==> config.mk <==
export PLATFORM = sky130hd
export DESIGN_NAME = afe_signal_path_config
export DESIGN_NICKNAME = d
export VERILOG_FILES = /design/src/afe_cfg_pkg.sv /design/src/afe_signal_path_config.sv
export SDC_FILE = /design/constraint.sdc
export NUM_CORES = 1
export LEC_CHECK = 0
export CAP_MARGIN = 20
export CORE_MARGIN = 3
export CORE_UTILIZATION = 45
export CTS_CLUSTER_DIAMETER = 200
export DETAILED_ROUTE_END_ITERATION = 8
export DONT_BUFFER_PORTS = 1
export PLACE_DENSITY = 0.64
export SLEW_MARGIN = 20
export SYNTH_ARGS = -nofsm -noshare
export SYNTH_HDL_FRONTEND = slang
export SYNTH_SLANG_ARGS = --single-unit
==> constraint.sdc <==
create_clock -name mclk -period 8.9 [get_ports mclk]
set_input_delay 1.78 -clock mclk [delete_from_list [all_inputs] [get_ports mclk]]
set_output_delay 1.78 -clock mclk [all_outputs]
set_load 0.1 [all_outputs]
==> src/afe_cfg_pkg.sv <==
package afe_cfg_pkg;

    // ****************************************************************
    // register offsets on the serial register port
    // ****************************************************************
    localparam logic [7:0] OFS_MAIN = 8'h00;
    localparam logic [7:0] OFS_CLAMP_REF = 8'h04;
    localparam logic [7:0] OFS_SAMPLE_HOLD = 8'h06;
    localparam logic [7:0] OFS_GAIN1 = 8'h10;
    localparam logic [7:0] OFS_GAIN2 = 8'h11;
    localparam logic [7:0] OFS_COARSE1 = 8'h12;
    localparam logic [7:0] OFS_FINE1 = 8'h13;
    localparam logic [7:0] OFS_COARSE2 = 8'h14;
    localparam logic [7:0] OFS_FINE2 = 8'h15;
    localparam logic [7:0] OFS_SIGN = 8'h16;
    localparam logic [7:0] OFS_SWING = 8'h17;
    localparam logic [7:0] OFS_STATUS = 8'h18;
    localparam logic [7:0] OFS_CLAMP_START = 8'h20;
    localparam logic [7:0] OFS_CLAMP_END = 8'h21;
    localparam logic [7:0] OFS_SAMPLE_START = 8'h22;
    localparam logic [7:0] OFS_SAMPLE_END = 8'h23;

    // ****************************************************************
    // storage indices, field positions and reset values
    // ****************************************************************
    localparam int NREG = 15;
    localparam int IX_MAIN = 0;
    localparam int IX_CLREF = 1;
    localparam int IX_SH = 2;
    localparam int IX_CLS = 3;
    localparam int IX_CLE = 4;
    localparam int IX_SMS = 5;
    localparam int IX_SME = 6;
    localparam int IX_G1 = 7;
    localparam int IX_SIGN = 13;
    localparam int IX_SWING = 14;
    localparam int BIT_CDS = 0;
    localparam int BIT_GAIN6 = 2;
    localparam int BIT_FINE_EN = 5;
    localparam int BIT_COARSE_EN = 6;
    localparam int BIT_SH_EN = 7;
    localparam logic [7:0] RST_SH = 8'h80;
    localparam logic [7:0] MASK_CLREF = 8'h1F;
    localparam logic [7:0] MASK_EDGE = 8'h3F;
    localparam logic [7:0] MASK_SWING = 8'h03;
    localparam logic [8:0] OFFSET_ZERO = 9'h0_FF;

    // ****************************************************************
    // timing: pixel period limits at the 8 ns system clock
    // ****************************************************************
    localparam int CLK_NS = 8;
    localparam int PIX_MIN_NS = 25;
    localparam int PIX_MAX_NS = 200;
    localparam int PIX_MIN_CYC = (PIX_MIN_NS + CLK_NS - 1) / CLK_NS;
    localparam int PIX_MAX_CYC = PIX_MAX_NS / CLK_NS;
    localparam int RECOVER_PIX = 2;
    localparam int EDGES = 64;

endpackage

==> src/afe_signal_path_config.sv <==
`timescale 1ns/1ps

// Contract
// - gated clamp is internal clamp AND pin
// - sample-hold: pin in black closes switch; code closes it only inside the clamp pulse window
// - five-bit clamp reference code from register
// - main bit 2 sets 6 dB, both channels
// - each channel has its own gain code
// - coarse and fine offset, 8 bit plus sign
// - offset applies only when enable bits set
// - offset codes are 9-bit offset binary
// - coarse up to 2048, fine up to 41
// - offset applied to video level sample
// - pixel rate between 5 and 40 MSPS
// - valid conversions two pixels after overrange
// - selectable differential output swing setting
// - double sampling needs hold off, cds set
// - pulses on 64-edge grid, start/end registers
module afe_signal_path_config #(
    parameter int DATA_W = 14,
    parameter int CORR_W = 13
) (
    // clock and reset
    input wire logic mclk,
    input wire logic rst,
    // register port from the serial interface
    input wire logic reg_wr,
    input wire logic reg_rd,
    input wire logic [7:0] reg_addr,
    input wire logic [7:0] reg_wdata,
    output logic [7:0] reg_rdata,
    // sensor side
    input wire logic pixel_strobe,
    input wire logic external_clamp_input,
    input wire logic adc_out_of_range,
    // analog controls
    output logic gated_clamp_control,
    output logic input_clamp_switch,
    output logic clamp_pulse,
    output logic sample_pulse,
    output logic [4:0] clamp_reference_voltage,
    output logic sampling_gain_6db,
    output logic cds_mode,
    output logic [7:0] channel_one_gain_code,
    output logic [7:0] channel_two_gain_code,
    output logic signed [CORR_W-1:0] ch1_offset_corr,
    output logic signed [CORR_W-1:0] ch2_offset_corr,
    output logic video_offset_apply,
    output logic [1:0] differential_output_swing,
    // converter status
    output logic data_valid,
    output logic rate_ok
);

    // ****************************************************************
    // address decode, used by write and read paths
    // ****************************************************************
    function automatic logic [4:0] decode(input logic [7:0] a);
        // returns {hit, index}; index is unused on a miss
        case (a)
            afe_cfg_pkg::OFS_MAIN: decode = 5'h10;
            afe_cfg_pkg::OFS_CLAMP_REF: decode = 5'h11;
            afe_cfg_pkg::OFS_SAMPLE_HOLD: decode = 5'h12;
            afe_cfg_pkg::OFS_CLAMP_START: decode = 5'h13;
            afe_cfg_pkg::OFS_CLAMP_END: decode = 5'h14;
            afe_cfg_pkg::OFS_SAMPLE_START: decode = 5'h15;
            afe_cfg_pkg::OFS_SAMPLE_END: decode = 5'h16;
            afe_cfg_pkg::OFS_GAIN1: decode = 5'h17;
            afe_cfg_pkg::OFS_GAIN2: decode = 5'h18;
            afe_cfg_pkg::OFS_COARSE1: decode = 5'h19;
            afe_cfg_pkg::OFS_FINE1: decode = 5'h1A;
            afe_cfg_pkg::OFS_COARSE2: decode = 5'h1B;
            afe_cfg_pkg::OFS_FINE2: decode = 5'h1C;
            afe_cfg_pkg::OFS_SIGN: decode = 5'h1D;
            afe_cfg_pkg::OFS_SWING: decode = 5'h1E;
            default: decode = 5'h00;
        endcase
    endfunction

    // pulse window on the edge grid, wrapping when start > end
    function automatic logic in_window(input logic [5:0] e,
                                       input logic [5:0] s,
                                       input logic [5:0] f);
        if (s <= f) begin
            in_window = (e >= s) && (e <= f);
        end else begin
            in_window = (e >= s) || (e <= f);
        end
    endfunction

    // write mask keeps narrow fields narrow
    function automatic logic [7:0] wmask(input logic [3:0] ix);
        case (ix)
            4'(afe_cfg_pkg::IX_CLREF): wmask = afe_cfg_pkg::MASK_CLREF;
            4'(afe_cfg_pkg::IX_CLS): wmask = afe_cfg_pkg::MASK_EDGE;
            4'(afe_cfg_pkg::IX_CLE): wmask = afe_cfg_pkg::MASK_EDGE;
            4'(afe_cfg_pkg::IX_SMS): wmask = afe_cfg_pkg::MASK_EDGE;
            4'(afe_cfg_pkg::IX_SME): wmask = afe_cfg_pkg::MASK_EDGE;
            4'(afe_cfg_pkg::IX_SIGN): wmask = 8'h0F;
            4'(afe_cfg_pkg::IX_SWING): wmask = afe_cfg_pkg::MASK_SWING;
            default: wmask = 8'hFF;
        endcase
    endfunction

    // ****************************************************************
    // register file
    // ****************************************************************
    logic [7:0] regs_q [afe_cfg_pkg::NREG]; // written values
    logic [7:0] regs_d [afe_cfg_pkg::NREG];
    logic [7:0] act_q [afe_cfg_pkg::NREG]; // values in force
    logic [7:0] act_d [afe_cfg_pkg::NREG];
    logic [7:0] rdata_q;
    logic [7:0] rdata_d;
    logic [4:0] wdec; // decoded write address
    logic [4:0] rdec; // decoded read address

    assign wdec = decode(reg_addr);
    assign rdec = decode(reg_addr);

    // writes land in the shadow; the active copy follows at a pixel
    always_comb begin
        regs_d = regs_q;
        act_d = act_q;
        if (reg_wr && wdec[4]) begin
            regs_d[wdec[3:0]] = reg_wdata & wmask(wdec[3:0]);
        end
        if (pixel_strobe) begin
            act_d = regs_d;
        end
    end

    // read returns the shadow, status is live, unmapped reads zero
    always_comb begin
        rdata_d = rdata_q;
        if (reg_rd) begin
            if (rdec[4]) begin
                rdata_d = regs_q[rdec[3:0]];
            end else if (reg_addr == afe_cfg_pkg::OFS_STATUS) begin
                rdata_d = {5'h00, rate_ok, data_valid, cds_mode};
            end else begin
                rdata_d = 8'h00;
            end
        end
    end

    // register update; hold enable defaults on, everything else off
    always_ff @(posedge mclk or posedge rst) begin
        if (rst) begin
            for (int i = 0; i < afe_cfg_pkg::NREG; i++) begin
                regs_q[i] <= 8'h00;
                act_q[i] <= 8'h00;
            end
            regs_q[afe_cfg_pkg::IX_SH] <= afe_cfg_pkg::RST_SH;
            act_q[afe_cfg_pkg::IX_SH] <= afe_cfg_pkg::RST_SH;
            rdata_q <= 8'h00;
        end else begin
            regs_q <= regs_d;
            act_q <= act_d;
            rdata_q <= rdata_d;
        end
    end

    assign reg_rdata = rdata_q;

    // ****************************************************************
    // pixel timing: edge grid, rate check, overrange recovery
    // ****************************************************************
    logic [7:0] cnt_q; // clocks since last pixel, saturating
    logic [7:0] cnt_d;
    logic rate_q;
    logic rate_d;
    logic [1:0] recov_q; // pixels still to wait after overrange
    logic [1:0] recov_d;
    logic [5:0] grid_edge;

    always_comb begin
        cnt_d = cnt_q;
        rate_d = rate_q;
        recov_d = recov_q;
        if (pixel_strobe) begin
            cnt_d = 8'h00;
            rate_d = (cnt_q >= 8'(afe_cfg_pkg::PIX_MIN_CYC - 1)) &&
                     (cnt_q <= 8'(afe_cfg_pkg::PIX_MAX_CYC - 1));
            if (recov_q != 2'h0) begin
                recov_d = recov_q - 2'h1;
            end
        end else if (cnt_q != 8'hFF) begin
            cnt_d = cnt_q + 8'h01;
        end
        if (adc_out_of_range) begin
            recov_d = 2'(afe_cfg_pkg::RECOVER_PIX);
        end
    end

    // timing state; rate is assumed bad until a pixel is measured
    always_ff @(posedge mclk or posedge rst) begin
        if (rst) begin
            cnt_q <= 8'h00;
            rate_q <= 1'b0;
            recov_q <= 2'h0;
        end else begin
            cnt_q <= cnt_d;
            rate_q <= rate_d;
            recov_q <= recov_d;
        end
    end

    assign grid_edge = (cnt_q > 8'(afe_cfg_pkg::EDGES - 1)) ?
                       6'h3F : cnt_q[5:0];
    assign rate_ok = rate_q;
    assign data_valid = (recov_q == 2'h0);

    // ****************************************************************
    // clamp and sample pulses
    // ****************************************************************
    // edge windows
    assign clamp_pulse = in_window(grid_edge,
                                   act_q[afe_cfg_pkg::IX_CLS][5:0],
                                   act_q[afe_cfg_pkg::IX_CLE][5:0]);
    assign sample_pulse = in_window(grid_edge,
                                    act_q[afe_cfg_pkg::IX_SMS][5:0],
                                    act_q[afe_cfg_pkg::IX_SME][5:0]);
    assign gated_clamp_control = clamp_pulse & external_clamp_input;
    assign cds_mode =
        act_q[afe_cfg_pkg::IX_MAIN][afe_cfg_pkg::BIT_CDS] &
        ~act_q[afe_cfg_pkg::IX_SH][afe_cfg_pkg::BIT_SH_EN];
    assign input_clamp_switch = ~cds_mode & gated_clamp_control;

    // ****************************************************************
    // static controls, and the offset apply strobe
    // ****************************************************************
    // clamp reference
    assign clamp_reference_voltage = act_q[afe_cfg_pkg::IX_CLREF][4:0];
    assign sampling_gain_6db =
        act_q[afe_cfg_pkg::IX_MAIN][afe_cfg_pkg::BIT_GAIN6];
    assign differential_output_swing = act_q[afe_cfg_pkg::IX_SWING][1:0];
    assign video_offset_apply = sample_pulse;

    // ****************************************************************
    // per-channel gain and offset correction
    // ****************************************************************
    logic [7:0] gain [2];
    logic signed [CORR_W-1:0] corr [2];
    logic coarse_en;
    logic fine_en;

    assign coarse_en =
        act_q[afe_cfg_pkg::IX_MAIN][afe_cfg_pkg::BIT_COARSE_EN];
    assign fine_en = act_q[afe_cfg_pkg::IX_MAIN][afe_cfg_pkg::BIT_FINE_EN];

    for (genvar c = 0; c < 2; c++) begin : g_chan
        logic [8:0] ccode; // coarse 9-bit code in force
        logic [8:0] fcode;
        logic signed [9:0] cdev; // deviation from zero code
        logic signed [9:0] fdev;
        logic signed [16:0] fprod;
        assign gain[c] = act_q[afe_cfg_pkg::IX_G1 + c];
        assign ccode = {act_q[afe_cfg_pkg::IX_SIGN][2 * c],
                        act_q[afe_cfg_pkg::IX_G1 + 2 + 2 * c]};
        assign fcode = {act_q[afe_cfg_pkg::IX_SIGN][2 * c + 1],
                        act_q[afe_cfg_pkg::IX_G1 + 3 + 2 * c]};
        assign cdev = coarse_en ?
            $signed({1'b0, ccode}) - $signed({1'b0, afe_cfg_pkg::OFFSET_ZERO})
            : 10'sh000;
        assign fdev = fine_en ?
            $signed({1'b0, fcode}) - $signed({1'b0, afe_cfg_pkg::OFFSET_ZERO})
            : 10'sh000;
        assign fprod = 17'(fdev * 17'sd41);
        assign corr[c] = CORR_W'((cdev <<< 3) + (fprod >>> 8));
    end

    assign channel_one_gain_code = gain[0];
    assign channel_two_gain_code = gain[1];
    assign ch1_offset_corr = corr[0];
    assign ch2_offset_corr = corr[1];
endmodule

* Word level (Yosys, flattened, before mapping)
Memories as Yosys holds them, arrays and structs flattened. Index checks and enable logic that the tools add are counted.
Cells by class: reductions and logical operators 15, multiplexer cells 25, eq/ne operators 9, shifts and indexed selects 0, $add $sub $neg 8, bitwise operators 8, divide/modulo/power cells 0, $lt $le $gt $ge 12, multiply operators 2
Operators by type and width (count):
- bitwise mux 120 bit | 1
- two-way mux 120 bit | 1
- two-way mux 8 bit | 7
- two-way mux 10 bit | 4
- subtractor 9 x 8 -> 10 bit, second input constant | 4
- multiplier 10 x 7 -> 17 bit, second input constant | 2
- binary-select mux 8 bit (select 4 bit) | 1
- demux 8 bit (select 4 bit) | 1
- one-hot mux 8 bit (4 select lines) | 1
- adder 13 x 9 -> 13 bit | 2
- <= comparator 6 bit | 4
- equality test 4 x 3 -> 1 bit, second input constant | 3
- >= comparator 6 bit | 2
- >= comparator 5 bit, second input constant | 2
- two-way mux 5 bit | 2
- inverter 4 -> 5 bit | 2
- adder 8 x 1 -> 8 bit, second input constant | 1
- AND 8 bit | 1
- equality test 4 bit, second input constant | 2
- equality test 8 x 5 -> 1 bit, second input constant | 1
- >= comparator 8 x 2 -> 1 bit, second input constant | 1
- > comparator 8 x 6 -> 1 bit, second input constant | 1
- <= comparator 8 x 5 -> 1 bit, second input constant | 1
- != test 8 bit, second input constant | 1
- 16 further kinds | 31
Storage, ports and cells: bits in latches 0, memory bits (writable) 0, word-level logic and storage cells 115, memories 2, flip-flop bits (word level) 237, memory bits (read-only) 640, input port bits 23
Memory list:
- (no name shown) | words 64, bits a word 5, rd ports 1, clocked after memory_dff 0, write ports 0, line afe_signal_path_config.sv:60 | case (a)
- (no name shown) | words 64, bits a word 5, rd ports 1, clocked after memory_dff 0, write ports 0, line afe_signal_path_config.sv:60

* Logic depth before layout (Yosys ltp)
Gate-level depths: netlist (run 1).
word-level depth 9, depth in mapped cells 29

* Worst setup path after synthesis (run 1)
OpenSTA, ideal clock, no wires.
path type register to output, from reg act_q[117] (netlist bit), to out ch2_offset_corr[12], data arrival time 7.168 ns, cell stages (with the launch flop) 25, setup slack -0.048 ns, required time 7.120 ns, path through dfrtp_1 clkinv_1 clkbuf_1 nor2_1 ha_1 ha_1 fa_1 ha_1 and3b_1 a221oi_4 o22ai_2 o21a_1 nor2_1 xor2_1 inv_1 ha_1 a211oi_1 o21bai_1 a21o_1 nand2_1 or4b_1 a41o_1 nor4b_2 a211oi_1 xnor2_1
Between the ends: longest elaborated chain between the ends 3
RTL lines:
- from (decl) | line afe_signal_path_config.sv:110 | logic [7:0] act_q [afe_cfg_pkg::NREG];
- from (signal, indexed assignment) | line afe_signal_path_config.sv:154 | act_q[afe_cfg_pkg::IX_SH] <= afe_cfg_pkg::RST_SH;
- from (signal assigned) | line afe_signal_path_config.sv:158 | act_q <= act_d;
- two-way mux 10 bit | line afe_signal_path_config.sv:265 | assign fdev = fine_en ?
- multiplier 10 x 7 -> 17 bit | line afe_signal_path_config.sv:268 | assign fprod = 17'(fdev * 17'sd41);
- adder 13 x 9 -> 13 bit | line afe_signal_path_config.sv:269 | assign corr[c] = CORR_W'((cdev <<< 3) + (fprod >>> 8));
- to (decl) | line afe_signal_path_config.sv:47 | output logic signed [CORR_W-1:0] ch2_offset_corr,
No other way between the ends.

* Final worst setup path (run 1)
from reg act_q[35] (netlist bit), to out ch1_offset_corr[11]
Between the ends: longest elaborated chain between the ends 4
RTL lines:
- subtractor 9 x 8 -> 10 bit | line afe_signal_path_config.sv:266 | $signed({1'b0, fcode}) - $signed({1'b0, afe_cfg_pkg::OFFSET_ZERO})
- two-way mux 10 bit | line afe_signal_path_config.sv:265
- multiplier 10 x 7 -> 17 bit | line afe_signal_path_config.sv:268
- adder 13 x 9 -> 13 bit | line afe_signal_path_config.sv:269
- to (decl) | line afe_signal_path_config.sv:46 | output logic signed [CORR_W-1:0] ch1_offset_corr,
No other way between the ends.

==> results by group, run 1 <==
STA
  • Final hold violation count: 0
  • Worst slew margin relative to its limit: 23.3%
  • Min Clock Period, post-route: 8.52 ns
  • Clk_skew: 0.0109 ns
  • Unrepaired setup endpoints after global routing: true
  • Max-slew violations: 0
  • Hold WS: 0.501 ns
  • Final-report setup violation count: 0
  • Fin crit share: 95.8%
  • Maximum operating frequency: 117 MHz
  • Worst Tran Pin Value: 1.15 ns

Hold path
  • Type of the worst min-delay path: register to register
  • Number of cells traversed by the worst hold path: 1

Placement
  • Number of buffer cells added on primary ports: 0
  • Placed wire-length estimate after detailed placement: 24600 µm
  • Post-place instance area: 14700 µm²
  • Count of placed standard cells including taps: 1689
  • RD Place Congestion: 0.910

Cells and area
  • Diodes inserted: 0
  • Final standard cell count with taps included and fillers excluded: 1740
  • Post-route standard cell area excluding fillers: 15700 µm²
  • Filler Cell Count: 2709
  • Commonest cells after routing, fill and taps aside: dfrtp_1 (224), mux2_2 (190), ha_1 (117)
  • Most common library cell in the layout ignoring fill and taps: dfrtp_1
  • Area growth from synthesis to layout: 10.7%
  • Ratio of cells with drive above 1 in the final layout: 25.6%
  • Number of nets in the layout: 1487

Clock network
  • Total of hold buffers inserted after clock tree synthesis: 0
  • Clock sinks: 227
  • CTS Buffer Depth: 3
  • CTS root buf: clkbuf_16
  • Register clock-pin slew on the reported worst setup and hold paths: 0.06 ns
  • Clock tree from TritonCTS: yes
  • Cts bufs inserted: 24
  • Clock insertion delay at the later pin of the skew report: 0.52 ns
  • CTS H-Tree Depth: 1

GRT
  • Busiest layer in global routing: met2
  • GR met3 Demand/Resource: 3.96%
  • Number of antenna violations at the first check in global routing: 0
  • Grt met2 use: 33.5%
  • Vias in the first global route: 10100
  • Wire length of the first global-routing pass: 55100 µm
  • Met1 track utilization from global routing: 27.9%
  • Global router's overall resource usage: 20.3%
  • GRT Residual Overflow: 0
  • Largest net degree at the start of global routing: 144

Setup path
  • Worst setup path category: register to primary output
  • WP depth: 25
  • Req. time, crit path: 7.12 ns
  • Crit-path max FO: 6
  • Slowest-stage cell, CP: fa_1
  • Endpoint kind of the worst setup timing path: primary output
  • Max stage delay on crit path: 0.50 ns
  • CP Launch Type: register
  • Critical path arrival: 6.74 ns
  • Slack of the worst reg-to-reg path: 6.86 ns
  • Largest delay contributor family on the critical path: simple AND/OR/NAND/NOR gates
  • Reg2Reg Depth: 5
  • Most common cell on crit path: ha_1
  • Crit path buffers/inverters: 3

Logic synthesis
  • Count of unique library cells instantiated by Yosys: 79
  • Biggest area contributors in the synthesized netlist: dfrtp_1 (40%), mux2_2 (15%), ha_1 (10%), inv_1 (3.0%), fa_1 (2.8%)
  • Proportion of netlist area held by the largest area contributor: 39.7%
  • Cell accounting for the most synthesized area: dfrtp_1
  • Ys Warns: 0
  • Nets in the synthesized netlist: 1491
  • Flop and latch count out of synthesis: 227
  • Post-synthesis sequential area ratio: 40.1%
  • FFs w/ async S/R, synth: 100%
  • Number of standard cells after synthesis: 1330
  • Most frequently used flop master after synthesis: dfrtp_1
  • EDFF count, synth: 0
  • Synth Cell Area: 14200 µm²
  • Post-synthesis area per instance: 10.7 µm²

Run
  • Maximum capacitance violations: 0

Floorplanning
  • Vertical extent of the die: 183 µm
  • Initial standard-cell utilization of the core: 46.0%
  • Standard-cell rows: 64
  • Horizontal die dimension: 183 µm
  • Area of the die: 33700 µm²
  • Core area: 30800 µm²
  • I/O pin cnt: 89

Run status
  • Run status: finished clean

Route
  • Antenna Nets Post-Route: 0
  • Post-DR wirelength/cell: 19.5 µm
  • Total Routed Length: 34000 µm
  • Number of vias per cell: 5.61
  • DRC violation count after routing: 0
  • Number of DRC markers in iteration 0: 708
  • Detailed-route via count: 9769
  • Number of detailed-routing iterations run before antenna repair: 6

Pwr
  • Worst ir drop on vdd: 0.282 mV
  • Pwr dens: 235 nW/µm²
  • Leakage component of the power: 7.70 nW
==> cell families after synthesis <==
family                     synth area share (%)
AOI/OAI and AO/OA                          10.4
xor gates and xnor gates                   3.82
adders and majority gates                  13.5
buffers and inverters                      5.65
DFF                                        40.1
muxes                                      15.2
and+or+nand+nor                            11.3
==> repair_timing <==
| action | 4_1_cts | 5_1_grt |
|---|---|---|
| endpoints found under the setup margin | 0 | 6 |
| buffers inserted | 0 | 7 |
| gates resized for setup | 0 | 18 |
==> worst register-to-register path: cells and delay by family (launching register included) <==
kind,cells,cell delay (ns)
AO/OA/AOI/OAI,1,0.27
adder cells (fa/ha/maj),1,0.88
buffers and inverters,1,0.08
flip-flops,1,0.37
AND/OR/NAND/NOR,2,0.33
==> power by group <==
part	switching, mW	total (mW)	leakage [nW]	internal (mW)
Combinational	1.10	1.51	4.16	0.413
Clock	0.425	1.05	0.404	0.623
Sequential	0.0652	1.12	3.13	1.06
==> per-stage QoR <==
step	total power, mW	setup WS, ns	setup TNS (ns)	util (%)
after floorplan	2.35	0.0295	0	-
after global placement	2.64	0.708	0	47.8
after detailed placement	2.65	0.610	0	47.8
after CTS	3.70	0.0532	0	50.5
after global routing	3.86	-0.0305	-0.0305	50.9
final	3.68	0.376	0	50.9
==> per-layer routing <==
layer	wire, µm	vias up
li1	-	4633
met1	15300	4820
met2	15900	256
met3	1920	60
met4	842	0
met5	0	-
==> synth_stat cells, drive strengths merged (2+ instances only) <==
cell type	count
nor2	82
a22oi	11
nor2b	40
nor3	14
xor2	22
fa	20
mux2	190
nor4	3
inv	113
o22ai	30
a222oi	3
or4	2
buf	33
xnor2	39
maj3	4
a31o	2
o31a	3
a22o	3
a31oi	9
a211oi	4
o31ai	3
a21o	18
nand2b	14
nor4b	2
and2	22
and3	7
and4	4
a211o	3
dfrtp	225
nand2	51
a21oi	45
a221oi	4
ha	118
a2111oi	2
a21boi	3
dfstp	2
nand4	10
or2	4
nand3	24
clkbuf	37
nor3b	7
and3b	3
or3	11
o21ai	55
o21a	15
==> area by class of cell <==
cell class / count / area [µm²] / share of cell area, %
timing repair buffer: 40 / 333 / 2.12
clock buffer: 34 / 719 / 4.58
inverter: 114 / 435 / 2.77
tap: 396 / 495 / 3.16
clock inverter: 10 / 111 / 0.710
multi-input combinational: 919 / 7910 / 50.4
sequential: 227 / 5680 / 36.2
==> final timing paths <==
path / start / end
min in group asynchronous: rst / act_q[77]
min reg2reg: register / register
max reg2reg: recov_q[0] / recov_q[1]
max in group asynchronous: rst / act_q[117]
min: register / register
max: act_q[35] / ch1_offset_corr[11]
Note: power is estimated with default switching activity, not from simulation.
==> inputs of run 2 (changes only) <==
==> constraint.sdc (replaced) <==
create_clock -name mclk -period 8.6 [get_ports mclk]
set_input_delay 1.72 -clock mclk [delete_from_list [all_inputs] [get_ports mclk]]
set_output_delay 1.72 -clock mclk [all_outputs]
set_load 0.1 [all_outputs]
==> run 2 against run 1 <==
Against the previous run:
- non-clock buffer count is 11 higher
- hold slack better by 0.0016 ns
- global-route usage is 0.20 points lower
- die area stayed put
- via count is 1.1% higher
- total power is 5.9% higher
- register-to-register slack worse by 0.28 ns
- flip-flop and latch count stayed put
- setup slack worse by 0.072 ns
- highest routed layer unchanged
==> results by group, run 2 (synthesis gave the netlist of run 1 again) <==
Run status
  • Run status: finished clean (unchanged)

Route
  • Antenna Nets Post-Route: 0 (unchanged)
  • Detailed-route via count: 9878 (was 9769)
  • Number of vias per cell: 5.64 (was 5.61)
  • Total Routed Length: 34200 µm (was 34000 µm)
  • DRC violation count after routing: 0 (unchanged)
  • Post-DR wirelength/cell: 19.5 µm (about the same)
  • Number of detailed-routing iterations run before antenna repair: 5 (was 6)
  • Number of DRC markers in iteration 0: 686 (was 708)

Setup path
  • Crit-path max FO: 4 (was 6)
  • Critical path arrival: 6.58 ns (was 6.74 ns)
  • CP Launch Type: register (unchanged)
  • Worst setup path category: register to primary output (unchanged)
  • Worst setup startpoint: act_q[16] (was act_q[35])
  • Reg2Reg Depth: 5 (unchanged)
  • Startpoint of the worst register-to-register path: recov_q[0] (unchanged)
  • Req. time, crit path: 6.88 ns (was 7.12 ns)
  • Endpoint kind of the worst setup timing path: primary output (unchanged)
  • Slack of the worst reg-to-reg path: 6.58 ns (was 6.86 ns)
  • Max stage delay on crit path: 0.55 ns (was 0.50 ns)
  • Slowest-stage cell, CP: fa_1 (unchanged)
  • Worst reg2reg path endpoint: recov_q[1] (unchanged)

Floorplanning
  • Core area: 30800 µm² (unchanged)
  • Area of the die: 33700 µm² (unchanged)
  • I/O pin cnt: 89 (unchanged)
  • Standard-cell rows: 64 (unchanged)
  • Initial standard-cell utilization of the core: 46.0% (unchanged)
  • Horizontal die dimension: 183 µm (unchanged)
  • Vertical extent of the die: 183 µm (unchanged)

Clock network
  • Clock insertion delay at the later pin of the skew report: 0.53 ns (was 0.52 ns)
  • CTS Buffer Depth: 3 (unchanged)
  • Clock tree from TritonCTS: yes (unchanged)
  • Clock sinks: 227 (unchanged)
  • Total of hold buffers inserted after clock tree synthesis: 0 (unchanged)
  • Cts bufs inserted: 25 (was 24)
  • CTS root buf: clkbuf_16 (unchanged)
  • CTS H-Tree Depth: 1 (unchanged)
  • Register clock-pin slew on the reported worst setup and hold paths: 0.06 ns (about the same)

GRT
  • Vias in the first global route: 9904 (was 10100)
  • Global router's overall resource usage: 20.1% (was 20.3%)
  • Wire length of the first global-routing pass: 54400 µm (was 55100 µm)
  • GRT Residual Overflow: 0 (unchanged)
  • Largest net degree at the start of global routing: 100 (was 144)
  • Number of antenna violations at the first check in global routing: 0 (unchanged)

Hold path
  • Type of the worst min-delay path: register to register (unchanged)
  • Number of cells traversed by the worst hold path: 1 (unchanged)

Placement
  • RD Place Congestion: 0.886 (was 0.910)
  • Placed wire-length estimate after detailed placement: 24600 µm (about the same)
  • Pre-CTS setup slack: 0.340 ns (was 0.610 ns)
  • Count of placed standard cells including taps: 1690 (was 1689)
  • Number of buffer cells added on primary ports: 0 (unchanged)
  • Post-place instance area: 14800 µm² (was 14700 µm²)

Cells and area
  • Filler Cell Count: 2709 (unchanged)
  • Post-route standard cell area excluding fillers: 15900 µm² (was 15700 µm²)
  • Diodes inserted: 0 (unchanged)
  • Most common library cell in the layout ignoring fill and taps: dfrtp_1 (unchanged)
  • Commonest cells after routing, fill and taps aside: dfrtp_1 (221), mux2_2 (190), ha_1 (114) (was dfrtp_1 (224), mux2_2 (190), ha_1 (117))
  • Ratio of cells with drive above 1 in the final layout: 27.2% (was 25.6%)
  • Area growth from synthesis to layout: 12.3% (was 10.7%)
  • Final standard cell count with taps included and fillers excluded: 1752 (was 1740)
  • Number of nets in the layout: 1499 (was 1487)
  • Fin util: 51.6% (was 50.9%)

STA
  • Final-report setup violation count: 0 (unchanged)
  • Max-slew violations: 0 (unchanged)
  • Worst slew margin relative to its limit: 23.8% (was 23.3%)
  • Worst Tran Pin Value: 1.14 ns (was 1.15 ns)
  • Min Clock Period, post-route: 8.30 ns
  • Fin crit share: 96.5%
  • TNS Setup: 0 ns (unchanged)
  • Hold WS: 0.503 ns (was 0.501 ns)
  • Maximum operating frequency: 121 MHz
  • Final hold violation count: 0 (unchanged)
  • Clk_skew: 0.0169 ns (was 0.0109 ns)
  • Worst Slack Setup Final: 0.304 ns (was 0.376 ns)

Pwr
  • Pwr dens: 245 nW/µm² (was 235 nW/µm²)
  • Overall power: 3.90 mW (was 3.68 mW)
  • Leakage component of the power: 7.76 nW (was 7.70 nW)
  • Worst ir drop on vdd: 0.203 mV (was 0.282 mV)

Run
  • Maximum capacitance violations: 0 (unchanged)
run 2: power by group:
part	internal (mW)	total [mW]	leakage [nW]	switching, mW
registers	1.09	1.16	3.13	0.0645
clock network	0.683	1.12	0.411	0.438
logic	0.467	1.62	4.22	1.16
run 2: how the worst max path moves through the flow:
stage | end | cells past startpoint
2_1_floorplan | ch2_offset_corr[10] | 22
3_3_place_gp | ch2_offset_corr[12] | 26
3_5_place_dp | ch2_offset_corr[12] | 26
4_1_cts | ch2_offset_corr[12] | 28
5_1_grt | ch2_offset_corr[12] | 28
6_report | ch2_offset_corr[12] | 28
run 2: cell type report:
class                      instances  area [µm²]  share of cell area [%]
multi-input combinational        919        7990                    50.2
clock inverter                    10         163                    1.02
inverter                         114         439                    2.76
tap                              396         495                    3.11
sequential                       227        5690                    35.7
timing repair buffer              51         445                    2.80
clock buffer                      35         693                    4.35
run 2: repair_timing:
action	in CTS	in global routing
setup buffers	2	15
pin swaps	5	13
resized for setup	4	31
setup endpoints to repair	3	6
run 2: layer usage:
metal  wire length (µm)  part of all wire, %  vias up  track usage (%)
li1                   -                    -     4655                -
met1              15400                   45     4871             27.9
met2              15800                   46      288             32.9
met3               1930                  5.7       64             3.46
met4               1020                  3.0        0             5.42
met5                  0                    0        -                0
run 2: worst max-delay path: cells and delay by family (launching register included):
family / cells / cell delay [ns]
adder cells (fa/ha/maj): 6 / 1.81
AO/OA/AOI/OAI: 9 / 1.57
AND/OR/NAND/NOR: 9 / 1.52
XOR/XNOR: 3 / 0.53
flip-flops: 1 / 0.42
buffers and inverters: 1 / 0.20
==> inputs of run 3 (changes only) <==
--- a/config.mk
+++ b/config.mk
@@ -7,11 +7,11 @@
 export LEC_CHECK = 0
 export CAP_MARGIN = 20
 export CORE_MARGIN = 3
-export CORE_UTILIZATION = 45
+export CORE_UTILIZATION = 60
 export CTS_CLUSTER_DIAMETER = 200
 export DETAILED_ROUTE_END_ITERATION = 8
 export DONT_BUFFER_PORTS = 1
-export PLACE_DENSITY = 0.64
+export PLACE_DENSITY = 0.8
 export SLEW_MARGIN = 20
 export SYNTH_ARGS = -nofsm -noshare
 export SYNTH_HDL_FRONTEND = slang
==> run 3 against run 2 <==
Against the previous run:
- clock power is essentially flat
- critical path depth shrank 2
- flip-flop and latch count is the same
- routed wire length shrank 0.98%
- sequential share of layout area grew 0.18 points
- largest cell class unchanged
==> results by group, run 3 (synthesis gave the netlist of run 1 again) <==
STA
  • Min Clock Period, post-route: 8.31 ns (was 8.30 ns)
  • Maximum operating frequency: 120 MHz (was 121 MHz)
  • Worst slew margin relative to its limit: 24.1% (was 23.8%)
  • Worst Tran Pin Value: 1.14 ns (about the same)
  • Final-report setup violation count: 0 (unchanged)
  • Fin crit share: 96.7% (was 96.5%)
  • Max-slew violations: 0 (unchanged)
  • Clk_skew: 0.0149 ns (was 0.0169 ns)
  • Final hold violation count: 0 (unchanged)

Placement
  • Number of buffer cells added on primary ports: 0 (unchanged)
  • Post-place instance area: 14700 µm² (was 14800 µm²)
  • Placed wire-length estimate after detailed placement: 23700 µm (was 24600 µm)
  • RD Place Congestion: 0.928 (was 0.886)

Clock network
  • Register clock-pin slew on the reported worst setup and hold paths: 0.07 ns (was 0.06 ns)
  • CTS root buf: clkbuf_16 (unchanged)
  • Clock sinks: 227 (unchanged)
  • Clock insertion delay at the later pin of the skew report: 0.51 ns (was 0.53 ns)
  • Total of hold buffers inserted after clock tree synthesis: 0 (unchanged)
  • CTS H-Tree Depth: 1 (unchanged)
  • Cts bufs inserted: 23 (was 25)
  • CTS Buffer Depth: 3 (unchanged)
  • Clock tree from TritonCTS: yes (unchanged)

GRT
  • Global router's overall resource usage: 25.7% (was 20.1%)
  • GRT Residual Overflow: 0 (unchanged)
  • Number of antenna violations at the first check in global routing: 0 (unchanged)
  • Vias in the first global route: 10100 (was 9904)
  • Wire length of the first global-routing pass: 53600 µm (was 54400 µm)
  • Largest net degree at the start of global routing: 100 (unchanged)

Route
  • Post-DR wirelength/cell: 20.2 µm (was 19.5 µm)
  • Antenna Nets Post-Route: 0 (unchanged)
  • Total Routed Length: 33800 µm (was 34200 µm)
  • Number of detailed-routing iterations run before antenna repair: 5 (unchanged)
  • DRC violation count after routing: 0 (unchanged)
  • Number of DRC markers in iteration 0: 774 (was 686)
  • Number of vias per cell: 6.03 (was 5.64)
  • Detailed-route via count: 10100 (was 9878)

Run
  • Maximum capacitance violations: 0 (unchanged)

Setup path
  • Worst setup path category: register to primary output (unchanged)
  • Max stage delay on crit path: 0.50 ns (was 0.55 ns)
  • Slowest-stage cell, CP: fa_1 (unchanged)
  • CP Launch Type: register (unchanged)
  • Startpoint of the worst register-to-register path: recov_q[0] (unchanged)
  • Largest delay contributor family on the critical path: simple AND/OR/NAND/NOR gates (was adder cells)
  • Most common cell on crit path: ha_1
  • Worst setup startpoint: act_q[32] (was act_q[16])
  • Req. time, crit path: 6.88 ns (about the same)
  • Endpoint kind of the worst setup timing path: primary output (unchanged)
  • Crit-path max FO: 6 (was 4)
  • Crit path buffers/inverters: 3 (was 1)
  • Critical path arrival: 6.59 ns (was 6.58 ns)

Floorplanning
  • Standard-cell rows: 55 (was 64)
  • Initial standard-cell utilization of the core: 61.9% (was 46.0%)
  • Horizontal die dimension: 160 µm (was 183 µm)
  • I/O pin cnt: 89 (unchanged)
  • Vertical extent of the die: 160 µm (was 183 µm)
  • Area of the die: 25500 µm² (was 33700 µm²)
  • Core area: 22900 µm² (was 30800 µm²)

Pwr
  • Proportion of power drawn by combinational gates: 42.0% (was 41.6%)
  • Net load switching power: 1.66 mW (about the same)
  • Internal power: 2.22 mW (was 2.24 mW)
  • Leakage component of the power: 7.77 nW (was 7.76 nW)
  • Pwr dens: 245 nW/µm² (about the same)
  • Worst ir drop on vdd: 0.481 mV (was 0.203 mV)
  • Clk pwr share: 28.1% (was 28.7%)
  • Sequential fraction of design power: 29.9% (was 29.7%)
  • Overall power: 3.89 mW (was 3.90 mW)
  • Share of total power consumed by net switching: 42.8% (was 42.5%)

Cells and area
  • Most common library cell in the layout ignoring fill and taps: dfrtp_1 (unchanged)
  • Filler Cell Count: 1652 (was 2709)
  • Number of nets in the layout: 1505 (was 1499)
  • Ratio of cells with drive above 1 in the final layout: 27.6% (was 27.2%)
  • Commonest cells after routing, fill and taps aside: dfrtp_1 (220), mux2_2 (190), ha_1 (114) (was dfrtp_1 (221), mux2_2 (190), ha_1 (114))
  • Combined flip-flop and latch cell area: 5690 µm² (about the same)
  • Area occupied by multi-input gates: 7980 µm² (was 7990 µm²)
  • Diodes inserted: 0 (unchanged)
  • Fin util: 69.1% (was 51.6%)
  • Post-route standard cell area excluding fillers: 15800 µm² (was 15900 µm²)
  • Area growth from synthesis to layout: 11.8% (was 12.3%)

Run status
  • Run status: finished clean (unchanged)

Hold path
  • Type of the worst min-delay path: register to register (unchanged)
  • Critical hold path startpoint: recov_q[1]
run 3: worst paths after layout:
check / endpoint / slack [ns] / depth (start not counted)
max: ch1_offset_corr[11] / 0.29 / 26
min: recov_q[1] / 0.49 / 1
max reg2reg: recov_q[1] / 6.61 / 5
min reg2reg: recov_q[1] / 0.49 / 1
max in group asynchronous: act_q[18] / 5.99 / 2
min in group asynchronous: act_q[84] / 1.15 / 1
run 3: cell type report:
cell class              count  share of cell area (%)
multi-input cells         919                    50.4
flip-flops and latches    227                    35.9
clock inverters            15                    1.41
inverters                 114                    2.80
well taps                 313                    2.47
clock buffers              26                    3.83
repair buffers             59                    3.19
run 3: repair_timing:
item,in CTS,in global routing
pin swaps,2,16
buffers inserted,2,24
hold endpoints to repair,0,0
gates resized for setup,5,29
setup endpoints to repair,3,7
run 3: power by group through the flow:
| stage | sequential, mW | clock, mW | combinational, mW |
|---|---|---|---|
| floorplan | 1.15 | 0 | 1.29 |
| global placement | 1.18 | 0 | 1.56 |
| detailed placement | 1.18 | 0 | 1.59 |
| CTS | 1.16 | 1.10 | 1.60 |
| global route | 1.16 | 1.14 | 1.74 |
| finish | 1.16 | 1.09 | 1.63 |
run 3: layer usage:
metal	GRT usage, %	vias to the layer above	part of all wire (%)
met5	0	-	0
met2	41.2	377	47
met1	35.6	4994	43
met3	5.78	64	7.8
li1	-	4658	-
met4	6.76	0	2.7
run 3: per-stage QoR:
stage                     worst slack, ns  hold slack [ns]  TNS, ns  instances
after floorplan                    0.0327            0.458        0       1330
after global placement              0.483            0.472        0       1606
after global routing              -0.0329            0.501  -0.0456       1673
after detailed placement            0.328            0.479        0       1606
after CTS                         0.00331            0.493        0       1649
final                               0.286            0.486        0       1673
